**src/verilog/tdes_defines.svh**
```systemverilog
// Named constants for the tape drive status report block
`ifndef TDES_DEFINES_SVH
`define TDES_DEFINES_SVH
`define TDES_BIT_CTL 7
`define TDES_BIT_SERVO 6
`define TDES_BIT_FMTR 5
`define TDES_BIT_POS 4
`define TDES_BIT_PAR 3
`define TDES_BIT_PWR 2
`define TDES_BIT_NRZI 1
`define TDES_BIT_PE 0
`define TDES_RETRY_HI 7
`define TDES_RETRY_LO 3
`define TDES_CLASS_HI 2
`define TDES_CLASS_LO 0
`define TDES_CLS_NONE 3'h0
`define TDES_CLS_DEV 3'h2
`define TDES_CLS_PROTO 3'h3
`define TDES_CLS_SELFTEST 3'h7
`define TDES_FLAGS_RST 8'h04
`define TDES_BYTE_RST 8'h00
`define TDES_ONLINE_RST 1'b0
`define TDES_C_WR_PROT 8'h05
`define TDES_C_NO_TAPE 8'h06
`define TDES_C_DENS_NA 8'h07
`define TDES_C_UNID_RD 8'h09
`define TDES_C_UNID_WR 8'h0A
`define TDES_C_OFFLINE 8'h0B
`define TDES_C_NOT_BOT 8'h10
`define TDES_C_AT_BOT 8'h13
`define TDES_C_NOT_SYNC 8'h17
`define TDES_C_UNK_CMD 8'h18
`define TDES_C_REC_LONG 8'h1F
`define TDES_C_PAST_EOT 8'h20
`define TDES_C_SELFTEST 8'h21
`define TDES_C_DOOR_GAP 8'h28
`define TDES_C_DATA_BASE 8'h29
`define TDES_C_SERVO_BASE 8'h51
`define TDES_C_SHUTDOWN 8'h53
`define TDES_C_POS_FAIL 8'h5E
`endif

```
**src/verilog/tdes_pkg.sv**
```systemverilog
// Types shared by the tape drive status report modules
package tdes_pkg;
    typedef enum logic [3:0] {
        REJ_WR_PROT, REJ_NO_TAPE, REJ_DENS_NA, REJ_UNID_RD, REJ_UNID_WR,
        REJ_OFFLINE, REJ_NOT_BOT, REJ_AT_BOT, REJ_NOT_SYNC, REJ_UNK_CMD,
        REJ_REC_LONG, REJ_PAST_EOT, REJ_DOOR_GAP
    } tdes_rej_cause_t;
    typedef enum logic [3:0] {
        DAT_VELOCITY, DAT_MULTI_TRK, DAT_VERIFY, DAT_NOISE, DAT_FORMAT,
        DAT_GAP_IN_DATA, DAT_DROPOUT, DAT_REDUNDANCY, DAT_RD_PARITY,
        DAT_DOOR_ABORT, DAT_WR_CORRECTED, DAT_OVERRUN, DAT_BLK_TIMEOUT,
        DAT_TM_DROPOUT, DAT_TM_UNVERIFIED, DAT_TM_TIMEOUT
    } tdes_data_cause_t;
    typedef enum logic [2:0] {
        FMT_NONE, FMT_NRZI, FMT_PE, FMT_GCR, FMT_BLANK, FMT_UNKNOWN
    } tdes_tape_fmt_t;
endpackage : tdes_pkg

```
**src/verilog/tdes_evt_if.sv**
```systemverilog
// Fault causes in, chosen detail code out
`timescale 1ns/1ps
interface tdes_evt_if;
    import tdes_pkg::*;
    logic ctl_fault;
    logic [7:0] ctl_code;
    logic servo_fault;
    logic [3:0] servo_idx;
    logic fmt_fault;
    logic [7:0] fmt_code;
    logic tension_lost;
    logic pos_fail;
    logic data_err;
    tdes_data_cause_t data_cause;
    logic rej_valid;
    logic [7:0] rej_code;
    logic sel_valid;
    logic [7:0] sel_code;
    modport src (output ctl_fault, ctl_code, servo_fault, servo_idx, fmt_fault, fmt_code,
        tension_lost, pos_fail, data_err, data_cause, rej_valid, rej_code,
        input sel_valid, sel_code);
    modport sel (input ctl_fault, ctl_code, servo_fault, servo_idx, fmt_fault, fmt_code,
        tension_lost, pos_fail, data_err, data_cause, rej_valid, rej_code,
        output sel_valid, sel_code);
endinterface : tdes_evt_if

```
**src/verilog/tdes_cmd_parity.sv**
```systemverilog
// Synchronised odd parity check on bus command bytes
`timescale 1ns/1ps
`include "tdes_defines.svh"
module tdes_cmd_parity (
    input wire logic clk,
    input wire logic rst,
    input wire logic [7:0] bus_data_lines,
    input wire logic bus_cmd_strobe,
    output logic parity_err_r
);
    logic [7:0] d_s1_r, d_s2_r;
    logic st_s1_r, st_s2_r, st_s3_r;
    logic parity_err_nxt;

    always_comb begin
        // Odd count of ones is correct
        parity_err_nxt = st_s2_r && !st_s3_r && !(^d_s2_r);
    end

    always_ff @(posedge clk or posedge rst) begin
        if (rst) begin
            d_s1_r <= `TDES_BYTE_RST;
            d_s2_r <= `TDES_BYTE_RST;
            st_s1_r <= 1'b0;
            st_s2_r <= 1'b0;
            st_s3_r <= 1'b0;
            parity_err_r <= 1'b0;
        end else begin
            d_s1_r <= bus_data_lines;
            d_s2_r <= d_s1_r;
            st_s1_r <= bus_cmd_strobe;
            st_s2_r <= st_s1_r;
            st_s3_r <= st_s2_r;
            parity_err_r <= parity_err_nxt;
        end
    end
endmodule : tdes_cmd_parity

```
**src/verilog/tdes_detail_sel.sv**
```systemverilog
// Picks the detail code of the highest priority cause
`timescale 1ns/1ps
`include "tdes_defines.svh"
module tdes_detail_sel
    import tdes_pkg::*;
(
    tdes_evt_if.sel ev
);
    function automatic logic [7:0] data_code(input tdes_data_cause_t c);
        unique case (c)
            DAT_VELOCITY: data_code = `TDES_C_DATA_BASE;
            DAT_MULTI_TRK: data_code = `TDES_C_DATA_BASE + 8'h04;
            DAT_VERIFY: data_code = `TDES_C_DATA_BASE + 8'h06;
            DAT_NOISE: data_code = `TDES_C_DATA_BASE + 8'h07;
            DAT_FORMAT: data_code = `TDES_C_DATA_BASE + 8'h08;
            DAT_GAP_IN_DATA: data_code = `TDES_C_DATA_BASE + 8'h0A;
            DAT_DROPOUT: data_code = `TDES_C_DATA_BASE + 8'h0B;
            DAT_REDUNDANCY: data_code = `TDES_C_DATA_BASE + 8'h0C;
            DAT_RD_PARITY: data_code = `TDES_C_DATA_BASE + 8'h0D;
            DAT_DOOR_ABORT: data_code = `TDES_C_DATA_BASE + 8'h0E;
            DAT_WR_CORRECTED: data_code = `TDES_C_DATA_BASE + 8'h12;
            DAT_OVERRUN: data_code = `TDES_C_DATA_BASE + 8'h13;
            DAT_BLK_TIMEOUT: data_code = `TDES_C_DATA_BASE + 8'h14;
            DAT_TM_DROPOUT: data_code = `TDES_C_DATA_BASE + 8'h15;
            DAT_TM_UNVERIFIED: data_code = `TDES_C_DATA_BASE + 8'h16;
            DAT_TM_TIMEOUT: data_code = `TDES_C_DATA_BASE + 8'h17;
        endcase
    endfunction : data_code

    // Controller, servo, formatter, position, data, reject
    always_comb begin
        ev.sel_valid = 1'b1;
        if (ev.ctl_fault) begin
            ev.sel_code = ev.ctl_code;
        end else if (ev.servo_fault) begin
            ev.sel_code = `TDES_C_SERVO_BASE + {4'h0, ev.servo_idx};
        end else if (ev.fmt_fault) begin
            ev.sel_code = ev.fmt_code;
        end else if (ev.tension_lost) begin
            ev.sel_code = `TDES_C_SHUTDOWN;
        end else if (ev.pos_fail) begin
            ev.sel_code = `TDES_C_POS_FAIL;
        end else if (ev.data_err) begin
            ev.sel_code = data_code(ev.data_cause);
        end else if (ev.rej_valid) begin
            ev.sel_code = ev.rej_code;
        end else begin
            ev.sel_valid = 1'b0;
            ev.sel_code = `TDES_BYTE_RST;
        end
    end
endmodule : tdes_detail_sel

```
**src/verilog/tdes_status.sv**
```systemverilog
// Error flag, retry and detail code status bytes of the tape drive
// Behaviour
// - Controller fault sets flag bit 7, detail
// - Servo fault sets flag bit 6, detail
// - Formatter fault sets flag bit 5, detail
// - Lost position/tension sets bit 4; tension offline
// - Even parity command byte sets bit 3
// - Power-up, recovery, device clear set bit 2
// - Bit 1 marks NRZI tape
// - Bit 0 marks PE tape
// - Five-bit retry count in upper field
// - Reject class: 0, 2, 3 or 7
// - Asserted flag chooses detail code set
// - Device reject codes 5, 6, 7, 11
// - Unidentified tape codes 9 and 10
// - Codes 16 off BOT, 19 at BOT
// - Codes 23, 24, 31 for command faults
// - Codes 32, 33, 40; 40 never retried
// - Data error codes 41 to 49
// - Data error codes 51 to 54
// - Data error codes 55 to 64
// - Servo codes 81 to 92, positioning 94
// - Highest priority cause wins the detail byte
// - Any reject sets command-rejected flag
`timescale 1ns/1ps
`include "tdes_defines.svh"
module tdes_status
    import tdes_pkg::*;
(
    input wire logic clk,
    input wire logic rst,
    input wire logic [7:0] bus_data_lines,
    input wire logic bus_cmd_strobe,
    input wire logic ctl_fault,
    input wire logic [7:0] ctl_code,
    input wire logic servo_fault,
    input wire logic [3:0] servo_idx,
    input wire logic fmt_fault,
    input wire logic [7:0] fmt_code,
    input wire logic pos_lost,
    input wire logic pos_fail,
    input wire logic tension_lost,
    input wire logic go_online,
    input wire logic data_err,
    input wire tdes_data_cause_t data_cause,
    input wire logic dev_reject,
    input wire tdes_rej_cause_t rej_cause,
    input wire logic proto_reject,
    input wire logic [7:0] proto_code,
    input wire logic selftest_fail,
    input wire logic power_recovered,
    input wire logic device_clear,
    input wire logic fmt_update,
    input wire tdes_tape_fmt_t fmt_seen,
    input wire logic tape_unload,
    input wire logic op_done,
    input wire logic [4:0] retry_count,
    input wire logic status_read,
    output logic [7:0] err_flags_r,
    output logic [7:0] retry_class_r,
    output logic [7:0] detail_code_r,
    output logic cmd_rejected_r,
    output logic drive_online_r
);
    logic parity_err;
    logic [7:0] err_flags_nxt;
    logic [7:0] retry_class_nxt;
    logic [7:0] detail_code_nxt;
    logic cmd_rejected_nxt;
    logic drive_online_nxt;
    logic any_reject;
    logic [7:0] rej_code;
    logic [7:0] ev_set;

    tdes_evt_if ev ();

    tdes_cmd_parity u_parity (
        .clk(clk),
        .rst(rst),
        .bus_data_lines(bus_data_lines),
        .bus_cmd_strobe(bus_cmd_strobe),
        .parity_err_r(parity_err)
    );

    tdes_detail_sel u_sel (
        .ev(ev.sel)
    );

    function automatic logic [7:0] dev_code(input tdes_rej_cause_t c);
        unique case (c)
            REJ_WR_PROT: dev_code = `TDES_C_WR_PROT;
            REJ_NO_TAPE: dev_code = `TDES_C_NO_TAPE;
            REJ_DENS_NA: dev_code = `TDES_C_DENS_NA;
            REJ_UNID_RD: dev_code = `TDES_C_UNID_RD;
            REJ_UNID_WR: dev_code = `TDES_C_UNID_WR;
            REJ_OFFLINE: dev_code = `TDES_C_OFFLINE;
            REJ_NOT_BOT: dev_code = `TDES_C_NOT_BOT;
            REJ_AT_BOT: dev_code = `TDES_C_AT_BOT;
            REJ_NOT_SYNC: dev_code = `TDES_C_NOT_SYNC;
            REJ_UNK_CMD: dev_code = `TDES_C_UNK_CMD;
            REJ_REC_LONG: dev_code = `TDES_C_REC_LONG;
            REJ_PAST_EOT: dev_code = `TDES_C_PAST_EOT;
            REJ_DOOR_GAP: dev_code = `TDES_C_DOOR_GAP;
            default: dev_code = `TDES_BYTE_RST;
        endcase
    endfunction : dev_code

    // Reject cause ranking: selftest, device, protocol
    always_comb begin
        any_reject = selftest_fail || dev_reject || proto_reject;
        if (selftest_fail) begin
            rej_code = `TDES_C_SELFTEST;
        end else if (dev_reject) begin
            rej_code = dev_code(rej_cause);
        end else begin
            rej_code = proto_code;
        end
    end

    always_comb begin
        ev.ctl_fault = ctl_fault;
        ev.ctl_code = ctl_code;
        ev.servo_fault = servo_fault;
        ev.servo_idx = servo_idx;
        ev.fmt_fault = fmt_fault;
        ev.fmt_code = fmt_code;
        ev.tension_lost = tension_lost;
        ev.pos_fail = pos_fail;
        ev.data_err = data_err;
        ev.data_cause = data_cause;
        ev.rej_valid = any_reject;
        ev.rej_code = rej_code;
    end

    // Error flags: sticky, set beats report clear
    always_comb begin
        ev_set = 8'h00;
        ev_set[`TDES_BIT_CTL] = ctl_fault;
        ev_set[`TDES_BIT_SERVO] = servo_fault;
        ev_set[`TDES_BIT_FMTR] = fmt_fault;
        ev_set[`TDES_BIT_POS] = pos_lost || pos_fail || tension_lost;
        ev_set[`TDES_BIT_PAR] = parity_err;
        ev_set[`TDES_BIT_PWR] = power_recovered || device_clear;
        err_flags_nxt = err_flags_r;
        if (status_read) begin
            err_flags_nxt[`TDES_BIT_CTL:`TDES_BIT_PWR] = 6'h00;
        end
        err_flags_nxt = err_flags_nxt | ev_set;
        if (tape_unload) begin
            err_flags_nxt[`TDES_BIT_NRZI] = 1'b0;
            err_flags_nxt[`TDES_BIT_PE] = 1'b0;
        end else if (fmt_update) begin
            err_flags_nxt[`TDES_BIT_NRZI] = (fmt_seen == FMT_NRZI);
            err_flags_nxt[`TDES_BIT_PE] = (fmt_seen == FMT_PE);
        end
    end

    // Retry count and reject class
    always_comb begin
        retry_class_nxt = retry_class_r;
        if (status_read) begin
            retry_class_nxt[`TDES_CLASS_HI:`TDES_CLASS_LO] = `TDES_CLS_NONE;
        end
        if (op_done) begin
            retry_class_nxt[`TDES_RETRY_HI:`TDES_RETRY_LO] = retry_count;
        end
        if (selftest_fail) begin
            retry_class_nxt[`TDES_CLASS_HI:`TDES_CLASS_LO] = `TDES_CLS_SELFTEST;
        end else if (dev_reject) begin
            retry_class_nxt[`TDES_CLASS_HI:`TDES_CLASS_LO] = `TDES_CLS_DEV;
            if (rej_cause == REJ_DOOR_GAP) begin
                retry_class_nxt[`TDES_RETRY_HI:`TDES_RETRY_LO] = 5'h00;
            end
        end else if (proto_reject) begin
            retry_class_nxt[`TDES_CLASS_HI:`TDES_CLASS_LO] = `TDES_CLS_PROTO;
        end
    end

    // Detail byte, command reject flag, online state
    always_comb begin
        detail_code_nxt = detail_code_r;
        if (ev.sel_valid) begin
            detail_code_nxt = ev.sel_code;
        end
        cmd_rejected_nxt = cmd_rejected_r;
        if (status_read) begin
            cmd_rejected_nxt = 1'b0;
        end
        if (any_reject) begin
            cmd_rejected_nxt = 1'b1;
        end
        drive_online_nxt = drive_online_r;
        if (go_online) begin
            drive_online_nxt = 1'b1;
        end
        if (tension_lost) begin
            drive_online_nxt = 1'b0;
        end
    end

    always_ff @(posedge clk or posedge rst) begin
        if (rst) begin
            err_flags_r <= `TDES_FLAGS_RST;
            retry_class_r <= `TDES_BYTE_RST;
            detail_code_r <= `TDES_BYTE_RST;
            cmd_rejected_r <= 1'b0;
            drive_online_r <= `TDES_ONLINE_RST;
        end else begin
            err_flags_r <= err_flags_nxt;
            retry_class_r <= retry_class_nxt;
            detail_code_r <= detail_code_nxt;
            cmd_rejected_r <= cmd_rejected_nxt;
            drive_online_r <= drive_online_nxt;
        end
    end
endmodule : tdes_status

```
**config.mk**
```make
export PLATFORM = sky130hd
export DESIGN_NAME = tdes_status
export DESIGN_NICKNAME = d
export VERILOG_FILES = /design/src/verilog/tdes_pkg.sv /design/src/verilog/tdes_evt_if.sv /design/src/verilog/tdes_cmd_parity.sv /design/src/verilog/tdes_detail_sel.sv /design/src/verilog/tdes_status.sv
export VERILOG_INCLUDE_DIRS = /design/src /design/src/verilog
export SDC_FILE = /design/constraint.sdc
export NUM_CORES = 1
export LEC_CHECK = 0
export BUFFER_PORTS_ARGS = -buffer_cell sky130_fd_sc_hd__buf_2
export CAP_MARGIN = 20
export CORE_MARGIN = 4
export CORE_UTILIZATION = 44
export DETAILED_ROUTE_END_ITERATION = 8
export PLACE_DENSITY_LB_ADDON = 0.05
export SLEW_MARGIN = 25
export SYNTH_ARGS = -nofsm -noshare
export SYNTH_HDL_FRONTEND = slang
export SYNTH_HIERARCHICAL = 1
export SYNTH_SLANG_ARGS = --single-unit
```
**constraint.sdc**
```tcl
create_clock -name clk -period 1 [get_ports clk]
set_input_delay 0.3 -clock clk [delete_from_list [all_inputs] [get_ports clk]]
set_output_delay 0.3 -clock clk [all_outputs]
set_load 0.02 [all_outputs]
```
==> flow_summary.ini <==
[critical_path]
reg2regPathDepth = 4
crit_path_end_kind = flip-flop
critPathCapture = detail_code_r[1]
cp-start-kind = primary input
worstSetupPathType = in2reg
crit_fanout = 3
cpMaxStageDelayCell = a2111oi_2
cp.required_ns = 1.19
reg2reg_from = u_parity/d_s2_r[5]
path_cells = buf_12, inv_12, ha_4, nor2b_4, o31ai_2, a211oi_1, a2111oi_2, o221ai_1, mux2_4
r2r_setup_slack_ns = -0.09
crit_path_max_incr_delay_ns = 0.36
cp.arrival_ns = 1.97
r2r_end = u_parity/parity_err_r
startpoint = rej_cause[1]

[final_layout]
fin_nets = 474
n_antenna_cell = 0
drive_gt1_share_pct = 53.3
layoutNonFillerInstCount = 462
area_growth_syn_to_layout_pct = 63.2
multi_input_area_um2 = 1400
seq_area_um2 = 1150
n_fill_cell = 356

[global_routing]
antenna_found_initial = 0
grt_first_pass_wirelength_um = 10300
grt_max_degree = 23
grt_overflow = 0
grt.total_usage_pct = 20.0
grt_pass1_vias = 2253

[routing]
firstDrtPassIters = 4
avgRoutedWirePerCell_um = 14.5
num_vias = 2302
drt_iter0_markers = 64
drcViolationCount = 0
drt-vias-per-instance = 4.98
wl_um = 6720
ant_nets = 0

[logic_synthesis]
synth_common_cells = dfrtp_1 (45), nor2_1 (20), nand2_1 (18), a21oi_1 (13), o21ai_0 (12)
yosysTopAreaCellShare_pct = 46.0
netlist_area_um2 = 2450
ys_types = 50
synthArstFlopShare_pct = 100
yosys.area.top_type = dfrtp_1
synth_warnings = 6
yosysSeqAreaShare_pct = 47.0
synth_fp_nets = 323
netlist_instances = 240
ys_ff_latch = 46
synth_edf_count = 0
synth_area_leaders = dfrtp_1 (46%), ha_1 (5.6%), mux2i_1 (3.7%), mux2_2 (3.7%), nor2_1 (3.1%)
synth_most_common_cell = dfrtp_1
syn_avg_cell_area_um2 = 10.2
synthFlopType = dfrtp_1

[timing]
clock.fmax_ghz = 0.559
worst_slew_pin_slew_ns = 0.403
slew_violations = 0
hold_viol = 0
period_needed_ns = 1.79
rsz0062_at_grt = yes
post-route-period-util_pct = 179
finalSetupViolations = 36
setup_slack_ns = -0.789
slew_headroom_pct = 73.0
finClkSkew_ns = 0.00369

[clocking]
cts.clk_slew.worst_paths_ns = 0.08
cts_sinks = 46
cts_tree = built
numCtsBuffers = 5
clk_path_buf_depth = 2
h-tree-depth = 2
insertion_delay_ns = 0.29
cts-root-buf = clkbuf_8

[floorplanning]
fp-row-count = 26
coreArea_um2 = 5240
die_h_um = 82.6
floorplan.initialDensity_pct = 46.8
die_w_um = 82.6
die_area_um2 = 6830
ios = 98

[place]
place_ws_ns = -1.24
portBuffers = 97
globalplace.congestion = 0.897
dp.cells = 442
dp_hpwl_um = 5000

[power]
power_density_nw_per_um2 = 1190
ir_worst_vdd_mv = 1.07
leakagePower_nw = 1.94

[outcome]
status = complete, but fails checks
violations = setup timing

[flow_run]
maxCapViolations = 0

[worst_hold_path]
holdCritPathClass = in2reg
-- worst min-delay path by stage --
stage / slack (ns) / start / depth (start not counted) / to
finish: 0.11 / bus_data_lines[7] / 1 / u_parity/d_s1_r[7]
CTS: 0.09 / bus_data_lines[2] / 1 / u_parity/d_s1_r[2]
floorplan: 0.26 / rst / 1 / u_parity/d_s1_r[0]
global route: 0.09 / bus_data_lines[2] / 1 / u_parity/d_s1_r[2]
global placement: 0.23 / rst / 2 / err_flags_r[6]
detailed placement: 0.24 / rst / 2 / err_flags_r[6]
-- layout make-up --
type	instances	share of cell area (%)
timing repair buffer	156	29.4
tap	70	2.19
clock inverter	1	0.751
inverter	12	1.88
clock buffer	7	1.91
multi-input combinational	170	35.1
sequential	46	28.8
-- metal layers --
metal	up-vias	share of wire [%]	track usage, %
met3	2	9.5	7.05
li1	1147	-	-
met4	0	0.42	4.41
met2	91	45	31.7
met5	-	0	0
met1	1062	45	26.4
-- layout by cell type, fill, tap and decap left out, types with 4 or more instances in the layout --
| cell type | n |
|---|---|
| a211oi_1 | 4 |
| dfrtp_1 | 45 |
| mux2_4 | 6 |
| buf_2 | 64 |
| nor2b_1 | 5 |
| buf_6 | 31 |
| inv_1 | 7 |
| nor3_1 | 4 |
| nand3_1 | 4 |
| o21ai_0 | 8 |
| ha_1 | 6 |
| xnor2_1 | 5 |
| o21ai_1 | 4 |
| a21o_1 | 6 |
| mux2i_1 | 9 |
| clkbuf_8 | 5 |
| nor2_1 | 19 |
| nand2_1 | 18 |
| a21oi_1 | 9 |
| buf_4 | 56 |
-- report_power, final --
part | internal, mW | total, mW | switching [mW]
clock network | 0.748 | 1.34 | 0.589
logic | 0.727 | 1.33 | 0.605
registers | 1.99 | 2.07 | 0.0829
total | 3.46 | 4.74 | 1.28
-- registers in the layout (all words and copies together) (netlist names), 8 cells and up --
register / cells
err_flags_r: 8
u_parity/d_s2_r: 8
detail_code_r: 8
u_parity/d_s1_r: 8
retry_class_r: 8
-- critical path: cells and delay by family --
family,cells,cell delay [ns]
buffers and inverters,2,0.16
AOI/OAI and AO/OA,4,0.93
and+or+nand+nor,1,0.12
adders and majority gates,1,0.18
muxes,1,0.28
-- metrics by stage --
stage          TNS, ns  hold WS [ns]  util [%]  cell area (µm²)  power, mW
2_1_floorplan    -6.29         0.264         -             2520       2.64
3_3_place_gp     -9.06         0.234      64.5             3380       3.12
3_5_place_dp     -9.50         0.237      64.5             3380       3.13
4_1_cts          -8.29        0.0940      73.7             3860       4.69
5_1_grt          -9.67        0.0852      76.3             4000       5.00
6_report         -8.12         0.108      76.3             4000       4.74
-- what timing repair did --
action,in CTS,in global routing
pin swaps,20,12
setup endpoints to repair,35,36
gates cloned,0,0
setup buffers,7,5
gates resized for setup,90,22
hold endpoints to repair,4,0
hold buffers,1,0
-- cell families after synthesis --
logic type | synth area share (%)
muxes | 8.27
xor gates and xnor gates | 3.22
and+or+nand+nor | 15.5
AOI/OAI and AO/OA | 15.7
adders and majority gates | 5.62
DFF | 47.0
buffers and inverters | 4.60
Power figures use the tool's default switching activity.
